<file path="src/hw/ihc_pkg.sv">
// Package for the host bus controller: register offsets, field positions,
// reset values, write masks, states and timing counts.
// Assumes a 250 MHz device clock and a register port of the device itself.
package ihc_pkg;
   // ----------------------------------------------------------------------
   // Register offsets, reset values and writable bits
   // ----------------------------------------------------------------------
   localparam logic [7:0] OFS_HOST_CTRL = 8'h01;
   localparam logic [7:0] OFS_TS_CFG = 8'h02;
   localparam logic [7:0] OFS_STATUS = 8'h03;
   localparam logic [23:0] RST_HOST_CTRL = 24'h120140;
   localparam logic [23:0] RST_TS_CFG = 24'h92a4c8;
   localparam logic [23:0] RST_STATUS = 24'h800000;
   localparam logic [23:0] WMASK_HOST_CTRL = 24'h3e01fe;
   localparam logic [23:0] WMASK_TS_CFG = 24'hffffff;
   localparam logic [23:0] WMASK_STATUS = 24'hc3fe00;
   // ----------------------------------------------------------------------
   // Field positions
   // ----------------------------------------------------------------------
   localparam int RW_LSB = 20;
   localparam int EN_BIT = 19;
   localparam int TRIG_BIT = 18;
   localparam int PSEL_BIT = 17;
   localparam int EEP_LSB = 2;
   localparam int SWAP_BIT = 1;
   localparam int TAVG_LSB = 22;
   localparam int TREN_BIT = 21;
   localparam int TS2_LSB = 14;
   localparam int TS1_LSB = 7;
   localparam int TS0_LSB = 0;
   localparam int MAVG_LSB = 22;
   localparam int NTRAN_BIT = 17;
   localparam int SRA_LSB = 9;
   localparam int ILD_BIT = 8;
   localparam int RDAT_LSB = 0;
   // ----------------------------------------------------------------------
   // Averaging modes, states and timing
   // ----------------------------------------------------------------------
   localparam logic [1:0] AVG_NONE = 2'h0;
   localparam logic [1:0] AVG_TWO = 2'h1;
   localparam logic [1:0] AVG_FOUR = 2'h2;
   typedef enum logic [3:0] {
      ST_IDLE = 4'h1,
      ST_START = 4'h2,
      ST_BYTE = 4'h4,
      ST_STOP = 4'h8
   } ihc_state_t;
   localparam int CLK_NS = 4;
   localparam int QTR_NS = 625;
   localparam int QTR_CYC = (QTR_NS + CLK_NS - 1) / CLK_NS;
endpackage

</file>
<file path="src/hw/ihc_host_ctrl.sv">
// Host bus controller: configuration registers, a bit-level host engine
// for the external memory and temperature sensors, and reading averagers.
// Assumes open-drain pins resolved outside, one clock, same-domain strobes.
`timescale 1ns/1ps

// --------------------------------------------------------------------------
// Averager of the last one, two or four readings
// --------------------------------------------------------------------------
module ihc_avg #(
   parameter int W = 8
) (
   input wire logic ref_clk_in,
   input wire logic resetn_in,
   input wire logic valid_in,
   input wire logic [W-1:0] data_in,
   input wire logic [1:0] mode_in,
   output logic [W-1:0] avg_out
);
   logic [W-1:0] hist_r [0:2];
   logic [W:0] sum2_w;
   logic [W+1:0] sum4_w;
   logic [W-1:0] avg_nxt;

   // Sums include the incoming reading so the average is ready with it.
   assign sum2_w = {1'b0, data_in} + {1'b0, hist_r[0]};
   assign sum4_w = {1'b0, sum2_w} + {2'b00, hist_r[1]} + {2'b00, hist_r[2]};
   assign avg_nxt = (mode_in == ihc_pkg::AVG_TWO) ? sum2_w[W:1] :
                    (mode_in == ihc_pkg::AVG_FOUR) ? sum4_w[W+1:2] : data_in;

   // History shift and registered average; the invalid code averages nothing.
   always_ff @(posedge ref_clk_in or negedge resetn_in) begin
      if (!resetn_in) begin
         for (int i = 0; i < 3; i++) begin
            hist_r[i] <= '0;
         end
         avg_out <= '0;
      end else if (valid_in) begin
         hist_r[0] <= data_in;
         for (int i = 1; i < 3; i++) begin
            hist_r[i] <= hist_r[i-1];
         end
         avg_out <= avg_nxt;
      end
   end
endmodule

// --------------------------------------------------------------------------
// Top of the host bus controller
// --------------------------------------------------------------------------
module ihc_host_ctrl #(
   parameter int QTR_CYC = ihc_pkg::QTR_CYC
) (
   input wire logic ref_clk_in,
   input wire logic resetn_in,
   input wire logic reg_wr_in,
   input wire logic [7:0] reg_addr_in,
   input wire logic [23:0] reg_wdata_in,
   output logic [23:0] reg_rdata_out,
   input wire logic sample_start_in,
   input wire logic [1:0] emitter_channel_in,
   input wire logic init_load_done_in,
   input wire logic onchip_temp_valid_in,
   input wire logic [7:0] onchip_temp_in,
   input wire logic sda_in,
   output logic scl_out,
   output logic scl_oe_out,
   output logic sda_out,
   output logic sda_oe_out,
   output logic [7:0] ext_temp_avg_out,
   output logic [7:0] onchip_temp_avg_out,
   output logic host_busy_out,
   output logic host_nack_out
);
   // Refuses a quarter-bit count that the 16-bit timer or the synchroniser cannot serve.
   if (QTR_CYC < 2 || QTR_CYC > 65535) begin : g_bad_qtr
      $error("QTR_CYC out of range");
   end

   // -----------------------------------------------------------------------
   // Register file
   // -----------------------------------------------------------------------
   logic [23:0] ctrl_r, tcfg_r, stat_r, rdata_w;
   logic [7:0] rdat_r;
   logic wr_ctrl_w, wr_tcfg_w, wr_stat_w;

   assign wr_ctrl_w = reg_wr_in && (reg_addr_in == ihc_pkg::OFS_HOST_CTRL);
   assign wr_tcfg_w = reg_wr_in && (reg_addr_in == ihc_pkg::OFS_TS_CFG);
   assign wr_stat_w = reg_wr_in && (reg_addr_in == ihc_pkg::OFS_STATUS);

   // Status reads live load flag and held read data; unmapped offsets read 0.
   assign rdata_w = (reg_addr_in == ihc_pkg::OFS_HOST_CTRL) ? ctrl_r :
                    (reg_addr_in == ihc_pkg::OFS_TS_CFG) ? tcfg_r :
                    (reg_addr_in == ihc_pkg::OFS_STATUS) ?
                    (stat_r | (24'(init_load_done_in) << ihc_pkg::ILD_BIT) |
                     (24'(rdat_r) << ihc_pkg::RDAT_LSB)) : 24'h000000;

   // Field decode.
   logic [1:0] rw_w, tavg_w, mavg_w, chan_w;
   logic en_w, trig_w, psel_w, swap_w, tren_w, ntran_w;
   logic [6:0] eep_w, ts_w;
   logic [7:0] sra_w;
   assign rw_w = ctrl_r[ihc_pkg::RW_LSB +: 2];
   assign en_w = ctrl_r[ihc_pkg::EN_BIT];
   assign trig_w = ctrl_r[ihc_pkg::TRIG_BIT];
   assign psel_w = ctrl_r[ihc_pkg::PSEL_BIT];
   assign eep_w = ctrl_r[ihc_pkg::EEP_LSB +: 7];
   assign swap_w = ctrl_r[ihc_pkg::SWAP_BIT];
   assign tavg_w = tcfg_r[ihc_pkg::TAVG_LSB +: 2];
   assign tren_w = tcfg_r[ihc_pkg::TREN_BIT];
   assign mavg_w = stat_r[ihc_pkg::MAVG_LSB +: 2];
   assign ntran_w = stat_r[ihc_pkg::NTRAN_BIT];
   assign sra_w = stat_r[ihc_pkg::SRA_LSB +: 8];
   assign chan_w = emitter_channel_in;
   // Sensor address follows the emitter channel now being driven.
   assign ts_w = (chan_w == 2'h2) ? tcfg_r[ihc_pkg::TS2_LSB +: 7] :
                 (chan_w == 2'h1) ? tcfg_r[ihc_pkg::TS1_LSB +: 7] :
                 tcfg_r[ihc_pkg::TS0_LSB +: 7];

   // -----------------------------------------------------------------------
   // Host engine sequencing
   // -----------------------------------------------------------------------
   ihc_pkg::ihc_state_t st_r;
   logic [15:0] qcnt_r;
   logic [1:0] ph_r;
   logic [3:0] bitn_r;
   logic byten_r, idx_r, nack_r, sda_m_r, sda_s_r;
   logic [7:0] rx_r;
   logic tick_w, launch_w, rd_w, end_ph2_w, end_ph3_w, rx_done_w, ack_bad_w;
   logic [7:0] txb_w, rx_fix_w, rx_rev_w;
   logic tx_bit_w, drive_w, scl_lo_w, sda_lo_w;

   // Trigger source: per-sample strobe or software bit, only while enabled.
   assign launch_w = (st_r == ihc_pkg::ST_IDLE) && en_w &&
                     (psel_w ? sample_start_in : trig_w);
   assign tick_w = (st_r != ihc_pkg::ST_IDLE) && (qcnt_r == 16'(QTR_CYC - 1));
   assign end_ph2_w = tick_w && (ph_r == 2'h2);
   assign end_ph3_w = tick_w && (ph_r == 2'h3);
   assign rd_w = rw_w[idx_r];
   // Address byte then start register address or received byte.
   assign txb_w = byten_r ? sra_w :
                  {(tren_w ? ts_w : eep_w), rd_w};
   assign tx_bit_w = txb_w[3'(7 - bitn_r[2:0])];
   assign drive_w = (bitn_r < 4'h8) && !(byten_r && rd_w);
   assign rx_done_w = end_ph3_w && (st_r == ihc_pkg::ST_BYTE) && byten_r && rd_w &&
                      (bitn_r == 4'h8);
   assign ack_bad_w = end_ph2_w && (st_r == ihc_pkg::ST_BYTE) && (bitn_r == 4'h8) &&
                      !(byten_r && rd_w) && sda_s_r;
   assign rx_rev_w = {<<{rx_r}};
   assign rx_fix_w = swap_w ? rx_rev_w : rx_r;

   // Open-drain levels for each state and quarter of the bit.
   assign scl_lo_w = (st_r == ihc_pkg::ST_START) ? (ph_r >= 2'h2) :
                     (st_r == ihc_pkg::ST_BYTE) ? (ph_r == 2'h0 || ph_r == 2'h3) :
                     (st_r == ihc_pkg::ST_STOP) ? (ph_r == 2'h0) : 1'b0;
   assign sda_lo_w = (st_r == ihc_pkg::ST_START) ? (ph_r != 2'h0) :
                     (st_r == ihc_pkg::ST_BYTE) ? (drive_w && !tx_bit_w) :
                     (st_r == ihc_pkg::ST_STOP) ? (ph_r <= 2'h1) : 1'b0;

   // Registers; a software write wins over the trigger's own clear.
   always_ff @(posedge ref_clk_in or negedge resetn_in) begin
      if (!resetn_in) begin
         ctrl_r <= ihc_pkg::RST_HOST_CTRL;
         tcfg_r <= ihc_pkg::RST_TS_CFG;
         stat_r <= ihc_pkg::RST_STATUS;
         reg_rdata_out <= 24'h000000;
      end else begin
         if (launch_w && !psel_w) begin
            ctrl_r[ihc_pkg::TRIG_BIT] <= 1'b0;
         end
         if (wr_ctrl_w) begin
            ctrl_r <= reg_wdata_in & ihc_pkg::WMASK_HOST_CTRL;
         end
         if (wr_tcfg_w) begin
            tcfg_r <= reg_wdata_in & ihc_pkg::WMASK_TS_CFG;
         end
         if (wr_stat_w) begin
            stat_r <= reg_wdata_in & ihc_pkg::WMASK_STATUS;
         end
         reg_rdata_out <= rdata_w;
      end
   end

   // Quarter-bit timer and phase.
   always_ff @(posedge ref_clk_in or negedge resetn_in) begin
      if (!resetn_in) begin
         qcnt_r <= 16'h0000;
         ph_r <= 2'h0;
      end else if (st_r == ihc_pkg::ST_IDLE || tick_w) begin
         qcnt_r <= 16'h0000;
         ph_r <= (st_r == ihc_pkg::ST_IDLE) ? 2'h0 : ph_r + 2'h1;
      end else begin
         qcnt_r <= qcnt_r + 16'h0001;
      end
   end

   // Frame sequencing: start, address byte, second byte, stop.
   always_ff @(posedge ref_clk_in or negedge resetn_in) begin
      if (!resetn_in) begin
         st_r <= ihc_pkg::ST_IDLE;
         bitn_r <= 4'h0;
         byten_r <= 1'b0;
         idx_r <= 1'b0;
         nack_r <= 1'b0;
      end else begin
         case (st_r)
            ihc_pkg::ST_IDLE: begin
               if (launch_w) begin
                  st_r <= ihc_pkg::ST_START;
                  idx_r <= 1'b0;
                  nack_r <= 1'b0;
               end
            end
            ihc_pkg::ST_START: begin
               if (end_ph3_w) begin
                  st_r <= ihc_pkg::ST_BYTE;
                  bitn_r <= 4'h0;
                  byten_r <= 1'b0;
               end
            end
            ihc_pkg::ST_BYTE: begin
               if (ack_bad_w) begin
                  nack_r <= 1'b1;
               end
               if (end_ph3_w) begin
                  if (bitn_r != 4'h8) begin
                     bitn_r <= bitn_r + 4'h1;
                  end else if (nack_r || byten_r) begin
                     st_r <= ihc_pkg::ST_STOP;
                  end else begin
                     byten_r <= 1'b1;
                     bitn_r <= 4'h0;
                  end
               end
            end
            ihc_pkg::ST_STOP: begin
               if (end_ph3_w) begin
                  if (ntran_w && !idx_r) begin
                     st_r <= ihc_pkg::ST_START;
                     idx_r <= 1'b1;
                  end else begin
                     st_r <= ihc_pkg::ST_IDLE;
                  end
               end
            end
            default: begin
               st_r <= ihc_pkg::ST_IDLE;
            end
         endcase
      end
   end

   // Pin synchroniser, receive shifter, held read data and pin drivers.
   always_ff @(posedge ref_clk_in or negedge resetn_in) begin
      if (!resetn_in) begin
         sda_m_r <= 1'b1;
         sda_s_r <= 1'b1;
         rx_r <= 8'h00;
         rdat_r <= 8'h00;
         scl_oe_out <= 1'b0;
         sda_oe_out <= 1'b0;
         scl_out <= 1'b0;
         sda_out <= 1'b0;
         host_busy_out <= 1'b0;
         host_nack_out <= 1'b0;
      end else begin
         sda_m_r <= sda_in;
         sda_s_r <= sda_m_r;
         if (end_ph2_w && st_r == ihc_pkg::ST_BYTE && byten_r && rd_w && bitn_r < 4'h8) begin
            rx_r <= {rx_r[6:0], sda_s_r};
         end
         if (rx_done_w) begin
            rdat_r <= rx_fix_w;
         end
         scl_oe_out <= scl_lo_w;
         sda_oe_out <= sda_lo_w;
         scl_out <= 1'b0;
         sda_out <= 1'b0;
         host_busy_out <= (st_r != ihc_pkg::ST_IDLE);
         host_nack_out <= nack_r;
      end
   end

   // -----------------------------------------------------------------------
   // Temperature averaging
   // -----------------------------------------------------------------------
   ihc_avg #(.W(8)) u_ext_avg (
      .ref_clk_in(ref_clk_in),
      .resetn_in(resetn_in),
      .valid_in(rx_done_w && tren_w),
      .data_in(rx_fix_w),
      .mode_in(tavg_w),
      .avg_out(ext_temp_avg_out)
   );

   ihc_avg #(.W(8)) u_chip_avg (
      .ref_clk_in(ref_clk_in),
      .resetn_in(resetn_in),
      .valid_in(onchip_temp_valid_in),
      .data_in(onchip_temp_in),
      .mode_in(mavg_w),
      .avg_out(onchip_temp_avg_out)
   );
endmodule

</file>
<file path="config.mk">
export PLATFORM = sky130hd
export DESIGN_NAME = ihc_host_ctrl
export DESIGN_NICKNAME = d
export VERILOG_FILES = /design/src/hw/ihc_pkg.sv /design/src/hw/ihc_host_ctrl.sv
export SDC_FILE = /design/constraint.sdc
export NUM_CORES = 1
export LEC_CHECK = 0
export BUFFER_PORTS_ARGS = -buffer_cell sky130_fd_sc_hd__buf_4
export CAP_MARGIN = 40
export CELL_PAD_IN_SITES_DETAIL_PLACEMENT = 0
export CELL_PAD_IN_SITES_GLOBAL_PLACEMENT = 1
export CORE_MARGIN = 2
export CORE_UTILIZATION = 49
export CTS_BUF_LIST = sky130_fd_sc_hd__clkbuf_4
export DETAILED_ROUTE_END_ITERATION = 8
export MAX_ROUTING_LAYER = met4
export PLACE_DENSITY = 0.92
export SYNTH_ARGS = -nofsm -noshare
export SYNTH_HDL_FRONTEND = slang
export SYNTH_SLANG_ARGS = --single-unit
export TNS_END_PERCENT = 20
</file>
<file path="constraint.sdc">
create_clock -name ref_clk_in -period 5 [get_ports ref_clk_in]
set_clock_uncertainty 0.15 [all_clocks]
set_input_delay 0.75 -clock ref_clk_in [delete_from_list [all_inputs] [get_ports ref_clk_in]]
set_output_delay 0.75 -clock ref_clk_in [all_outputs]
set_load 0.1 [all_outputs]
</file>
# Word level (Yosys, flattened, before mapping)
# Index checks and enable logic that the tools add are counted.
# totals
regBits	187
input_bits	49
output_inout_bits	46
wordCells	168
# op_classes
add_sub_neg	10
magnitude_cmp	5
n_eq_ne	29
mux	51
n_bitwise	2
reduce_logical	43
# ops
op	n
$mux W24	3
$mux W8	6
$mux W4	10
$logic_and A1 B1 Y1	25
$or A24 B8 Y24	1
$or A24 B9 Y24	1
$mux W7	3
$add A10 B8 Y10	2
$add A9 B8 Y10	2
$mux W1	19
$mux W19	1
$add A8 B8 Y9	2
$add A16 B1 Y16 const B	1
$eq A16 B8 Y1 const B	1
$eq A8 B2 Y1 const B	2
$mux W16	1
$ne A2 B2 Y1 const B	8
$pmux W4 S4	1
$eq A2 B2 Y1 const B	5
$reduce_bool A2 Y1	5
$eq A4 B4 Y1 const B	2
$eq A8 B1 Y1 const B	1
$pmux W4 S2	1
$reduce_and A4 Y1	2
25 further kinds	35

# Logic depth before layout (Yosys ltp)
# depth
ltp_word	11
ltp_mapped	19
ltp_nobuf	17

# Cells and area by module
# Synthesis repeated with hierarchy kept, for this count alone.
# unflattened
hier_cells	937
area_unflattened_um2	10405.0
# modules_own_cells
mod	n_inst	cells_per_inst	area_per_inst_um2
ihc_host_ctrl	1	488	5794.3
ihc_avg at u_chip_avg	1	228	2307.2
ihc_avg at u_ext_avg	1	221	2303.5

# Least setup slack after synthesis
# OpenSTA, ideal clock, no wires.
# synth_path
path_type	register to register
startpoint	register ctrl_r[1]
endpoint	register u_ext_avg.avg_out[5]
setup_time_ns	0.129
arrival_ns	4.044
setup_slack_ns	0.677
stages_incl_launch_ff	17
cell_sequence	dfrtp_1 > buf_2 > mux2i_1 > inv_1 > ha_1 > a21o_1 > a221o_1 > o41ai_1 > xor2_1 > fa_1 > inv_1 > ha_1 > or3_1 > or3_1 > a31oi_1 > a31o_2 > o21ai_0
# synth_between
elab_chain_len	6
# synth_rtl
element	line	text
from (decl)	ihc_host_ctrl.sv:82	logic [23:0] ctrl_r, tcfg_r, stat_r, rdata_w;
from (signal assigned)	ihc_host_ctrl.sv:162	ctrl_r <= ihc_pkg::RST_HOST_CTRL;
from (signal assigned)	ihc_host_ctrl.sv:171	ctrl_r <= reg_wdata_in & ihc_pkg::WMASK_HOST_CTRL;
$mux W8 *	ihc_host_ctrl.sv:149	assign rx_fix_w = swap_w ? rx_rev_w : rx_r;
named net rx_fix_w[1]	ihc_host_ctrl.sv:129	logic [7:0] txb_w, rx_fix_w, rx_rev_w;
$add A8 B8 Y9 *	ihc_host_ctrl.sv:25	assign sum2_w = {1'b0, data_in} + {1'b0, hist_r[0]};
$add A9 B8 Y10	ihc_host_ctrl.sv:26	assign sum4_w = {1'b0, sum2_w} + {2'b00, hist_r[1]} + {2'b00, hist_r[2]};
$add A10 B8 Y10	ihc_host_ctrl.sv:26	
$mux W8	ihc_host_ctrl.sv:28	(mode_in == ihc_pkg::AVG_FOUR) ? sum4_w[W+1:2] : data_in;
$mux W8 *	ihc_host_ctrl.sv:27	assign avg_nxt = (mode_in == ihc_pkg::AVG_TWO) ? sum2_w[W:1] :
to (signal assigned)	ihc_host_ctrl.sv:42	avg_out <= avg_nxt;
to (decl)	ihc_host_ctrl.sv:17	output logic [W-1:0] avg_out
# The timed path passes the listed nets; every way through them passes the cells marked *.
# A chain may end at the register's enable or synchronous reset.

# Worst setup path in the final report
# layout_path
startpoint	register ctrl_r[1]
endpoint	register u_ext_avg.avg_out[6]
# The elaborated chain is that of the path after synthesis.

==> impl_metrics.prom <==
# TYPE chip_impl_metric gauge
chip_impl_metric{name="grt_max_degree",unit=""} 72
chip_impl_metric{name="firstDrtPassIters",unit=""} 8
chip_impl_metric{name="cts_setup_buffers",unit=""} 0
chip_impl_metric{name="floorplan.die.width",unit="µm"} 149
chip_impl_metric{name="fmaxAchievable",unit="MHz"} 222
chip_impl_info{name="rsz_0062_raised_after_global_routing",value="false"} 1
chip_impl_metric{name="areaGrowthSynthToFinish",unit="%"} 12.2
chip_impl_metric{name="core_area",unit="mm²"} 0.0209
chip_impl_metric{name="postSynth.asyncResetShare",unit="%"} 100
chip_impl_metric{name="drc",unit=""} 0
chip_impl_metric{name="antenna_violations_before_repair",unit=""} 1
chip_impl_metric{name="timing.final.crit_period",unit="ns"} 4.51
chip_impl_metric{name="initial_core_util",unit="%"} 49.6
chip_impl_metric{name="ios",unit=""} 95
chip_impl_info{name="clockRootBuffer",value="sky130_fd_sc_hd__clkbuf_4"} 1
chip_impl_metric{name="final_design_area_no_fill",unit="mm²"} 0.0116
chip_impl_metric{name="dp_hpwl",unit="µm"} 17400
chip_impl_info{name="criticalPathCategory",value="reg2reg"} 1
chip_impl_info{name="crit-reg2reg-launch",value="ctrl_r[1]$_DFFE_PN0P_"} 1
chip_impl_metric{name="power.static_leakage",unit="nW"} 5.68
chip_impl_info{name="synth-main-ff-cell",value="sky130_fd_sc_hd__dfrtp_1"} 1
chip_impl_metric{name="number_of_global_route_vias_before_repair",unit=""} 7486
chip_impl_info{name="start_kind",value="register"} 1
chip_impl_info{name="layout.cells.most_common",value="sky130_fd_sc_hd__dfrtp_1"} 1
chip_impl_metric{name="placed_cells_incl_taps",unit=""} 1345
chip_impl_metric{name="setup_viol",unit=""} 0
chip_impl_metric{name="critPathMaxFanout",unit=""} 10
chip_impl_metric{name="p_per_area",unit="mW/mm²"} 293
chip_impl_info{name="hold_class",value="in2reg"} 1
chip_impl_metric{name="worst_slew_pin_slew",unit="ns"} 0.837
chip_impl_metric{name="grt.overflow.total",unit=""} 0
chip_impl_metric{name="fp.dieH",unit="µm"} 149
chip_impl_metric{name="worst_r2r_path_depth",unit=""} 16
chip_impl_metric{name="htree_num_levels",unit=""} 4
chip_impl_metric{name="hold_viol_final",unit=""} 0
chip_impl_metric{name="design_power_total",unit="mW"} 3.41
chip_impl_info{name="clock_tree_from_tritoncts",value="done"} 1
chip_impl_metric{name="wl_per_cell",unit="µm"} 17.1
chip_impl_metric{name="gp_congestion",unit=""} 0.910
chip_impl_metric{name="synth_cells",unit=""} 1014
chip_impl_info{name="critPathCapture",value="u_ext_avg.avg_out[6]$_DFFE_PN0P_"} 1
chip_impl_info{name="regToRegEndpoint",value="u_ext_avg.avg_out[6]$_DFFE_PN0P_"} 1
chip_impl_metric{name="number_of_placement_rows",unit=""} 53
chip_impl_metric{name="timing.final.max_slew_violations",unit=""} 0
chip_impl_metric{name="vias_per_cell",unit=""} 5.63
chip_impl_metric{name="final_cell_count_no_fill",unit=""} 1379
chip_impl_metric{name="synth_edf_count",unit=""} 0
chip_impl_metric{name="ys_ff_latch",unit=""} 187
chip_impl_metric{name="cts_max_path_buffers",unit=""} 2
chip_impl_metric{name="worstPathArrival",unit="ns"} 4.84
chip_impl_metric{name="clkTransAtPathRegs",unit="ns"} 0.17
chip_impl_metric{name="synth.avg_cell_area",unit="µm²"} 10.2
chip_impl_metric{name="max_slew_margin",unit="%"} 43.9
chip_impl_info{name="crit_path_end_kind",value="register"} 1
chip_impl_metric{name="placement.io_buffers",unit=""} 92
chip_impl_info{name="crit_path_start",value="ctrl_r[1]$_DFFE_PN0P_"} 1
chip_impl_metric{name="rrSetupSlack",unit="ns"} 0.49
chip_impl_metric{name="ir_drop",unit="mV"} 0.296
chip_impl_metric{name="timing.final.crit_share",unit="%"} 90.1
chip_impl_metric{name="netlist_area",unit="mm²"} 0.0104
chip_impl_metric{name="max-cap-violations",unit=""} 0
chip_impl_metric{name="synth.distinct_cells",unit=""} 70
chip_impl_info{name="result_of_the_run",value="finished clean"} 1
chip_impl_metric{name="wire_length_of_the_first_global_routing_pass",unit="µm"} 38600
chip_impl_metric{name="fin_setup_tns",unit="ns"} 0
chip_impl_metric{name="dpl-instance-area",unit="mm²"} 0.0113
chip_impl_metric{name="clock-sinks",unit=""} 187
chip_impl_metric{name="cp_data_required_time",unit="ns"} 5.33
chip_impl_metric{name="yosys_warn_count",unit=""} 0
chip_impl_metric{name="synth-seq-area-share",unit="%"} 45.4
chip_impl_metric{name="drt_iter0_markers",unit=""} 449
chip_impl_metric{name="cts_inserted_buffers",unit=""} 17
chip_impl_info{name="mostFrequentLayoutCells",value="sky130_fd_sc_hd__dfrtp_1 (169), sky130_fd_sc_hd__buf_4 (102), sky130_fd_sc_hd__nor2_1 (93)"} 1
chip_impl_metric{name="design.die.area",unit="mm²"} 0.0223
chip_impl_metric{name="antenna_left",unit=""} 0
chip_impl_metric{name="vias",unit=""} 7767
chip_impl_metric{name="routed_wirelength",unit="µm"} 23500
chip_impl_metric{name="layout-drive-gt1-share",unit="%"} 22.5
chip_impl_metric{name="grt_util_all_layers",unit="%"} 22.6
chip_impl_metric{name="nets_final",unit=""} 1196
chip_impl_metric{name="clk-insertion-delay-late",unit="ns"} 0.60
-- power breakdown --
group	leakage, nW	switching, mW	internal (mW)
combinational	3.08	0.540	0.331
sequential	2.46	0.0878	1.60
clock	0.148	0.583	0.266
total	5.68	1.21	2.20
-- registers in the layout, summed over array words and instances (netlist names), 2 cells and up --
register	flops
ctrl_r	13
reg_rdata_out	24
u_chip_avg.avg_out	8
stat_r	11
st_r	4
bitn_r	4
rx_r	8
ph_r	2
qcnt_r	16
u_chip_avg.hist_r	24
tcfg_r	24
u_ext_avg.avg_out	8
rdat_r	8
u_ext_avg.hist_r	24
-- cell families after synthesis --
logic type                 Yosys count  synth area share [%]
and+or+nand+nor                    265                  12.6
buffers and inverters              142                  5.35
AOI/OAI and AO/OA                  213                  13.2
xor gates and xnor gates            28                  2.37
adders and majority gates           57                  8.19
DFF                                187                  45.4
muxes                              121                  12.9
other                                1                0.0362
-- routing by layer --
layer	vias to the layer above	wire (µm)	GRT usage, %
met5	-	0	-
met4	0	278	5.10
met3	37	1290	3.64
met2	209	11200	35.2
met1	3820	10700	31.3
li1	3701	-	-
-- critical path, stage by stage, from the launching register on --
cell and delay, ns:
sky130_fd_sc_hd__dfrtp_2 0.53, sky130_fd_sc_hd__mux2i_1 0.36, sky130_fd_sc_hd__inv_1 0.10, sky130_fd_sc_hd__ha_1 0.24
sky130_fd_sc_hd__fa_1 0.43, sky130_fd_sc_hd__a211oi_1 0.23, sky130_fd_sc_hd__o21bai_1 0.15, sky130_fd_sc_hd__o21bai_1 0.21
sky130_fd_sc_hd__nand2_1 0.09, sky130_fd_sc_hd__fa_1 0.50, sky130_fd_sc_hd__inv_1 0.05, sky130_fd_sc_hd__ha_1 0.40
sky130_fd_sc_hd__a21o_1 0.20, sky130_fd_sc_hd__a21oi_1 0.12, sky130_fd_sc_hd__o21ai_0 0.08, sky130_fd_sc_hd__a2111oi_0 0.44
sky130_fd_sc_hd__a21oi_1 0.12
-- per-stage QoR --
| step | setup slack [ns] | hold WS (ns) | utilization [%] |
|---|---|---|---|
| detailed placement | 0.388 | 0.210 | 54.2 |
| finish | 0.493 | 0.0824 | 55.6 |
| global placement | 0.486 | 0.210 | 54.0 |
| floorplan | 0.677 | 0.195 | - |
| global route | 0.0625 | 0.0174 | 55.6 |
| CTS | 0.355 | 0.0442 | 55.6 |
-- final cells by class --
type	instances	area, µm²
fillers	1867	9270
multi-input cells	686	5110
flip-flops and latches	187	4700
repair buffers	106	828
inverters	92	345
well taps	275	344
clock inverters	15	163
clock buffers	17	128
diodes	1	2.50
-- worst min path at each step --
stage | from | endpoint | slack [ns] | cells past startpoint
2_1_floorplan | sda_m_r$_DFF_PN1_ | sda_s_r$_DFF_PN1_ | 0.20 | 0
3_3_place_gp | sda_m_r$_DFF_PN1_ | sda_s_r$_DFF_PN1_ | 0.21 | 0
3_5_place_dp | sda_m_r$_DFF_PN1_ | sda_s_r$_DFF_PN1_ | 0.21 | 0
4_1_cts | sda_in | sda_m_r$_DFF_PN1_ | 0.04 | 1
5_1_grt | sda_in | sda_m_r$_DFF_PN1_ | 0.02 | 1
6_report | sda_in | sda_m_r$_DFF_PN1_ | 0.08 | 1
-- synthesized netlist by cell type (all sizes together), types with 5 or more instances --
| master | n | area share, % |
|---|---|---|
| nand4 | 5 | 0.42 |
| buf | 13 | 0.68 |
| ha | 39 | 4.7 |
| or2 | 5 | 0.30 |
| dfrtp | 170 | 41 |
| or3 | 6 | 0.36 |
| clkbuf | 37 | 1.3 |
| xnor2 | 10 | 0.85 |
| o221ai | 5 | 0.42 |
| nand2 | 69 | 2.5 |
| o211ai | 6 | 0.43 |
| a22oi | 13 | 0.94 |
| nor4 | 5 | 0.36 |
| a21oi | 39 | 1.9 |
| o22ai | 12 | 0.72 |
| fa | 18 | 3.5 |
| o21bai | 5 | 0.36 |
| xor2 | 18 | 1.5 |
| nand3 | 19 | 0.92 |
| nor2 | 93 | 3.4 |
| o21ai | 68 | 3.3 |
| nor2b | 7 | 0.42 |
| mux2 | 86 | 9.3 |
| nand2b | 14 | 0.85 |
| mux2i | 34 | 3.3 |
| dfstp | 17 | 4.3 |
| a211oi | 6 | 0.43 |
| nor3 | 10 | 0.48 |
| nor4b | 6 | 0.77 |
| inv | 92 | 3.3 |
| a21o | 8 | 0.58 |
| a31oi | 8 | 0.48 |
| and3 | 10 | 0.60 |
-- repair_timing --
item / 4_1_cts / 5_1_grt
endpoints found under the setup margin: 0 / 2
hold endpoints to repair: 45 / 0
gates resized for setup: 0 / 1
hold buffers: 1 / 0
(Power assumes the default switching activity.)
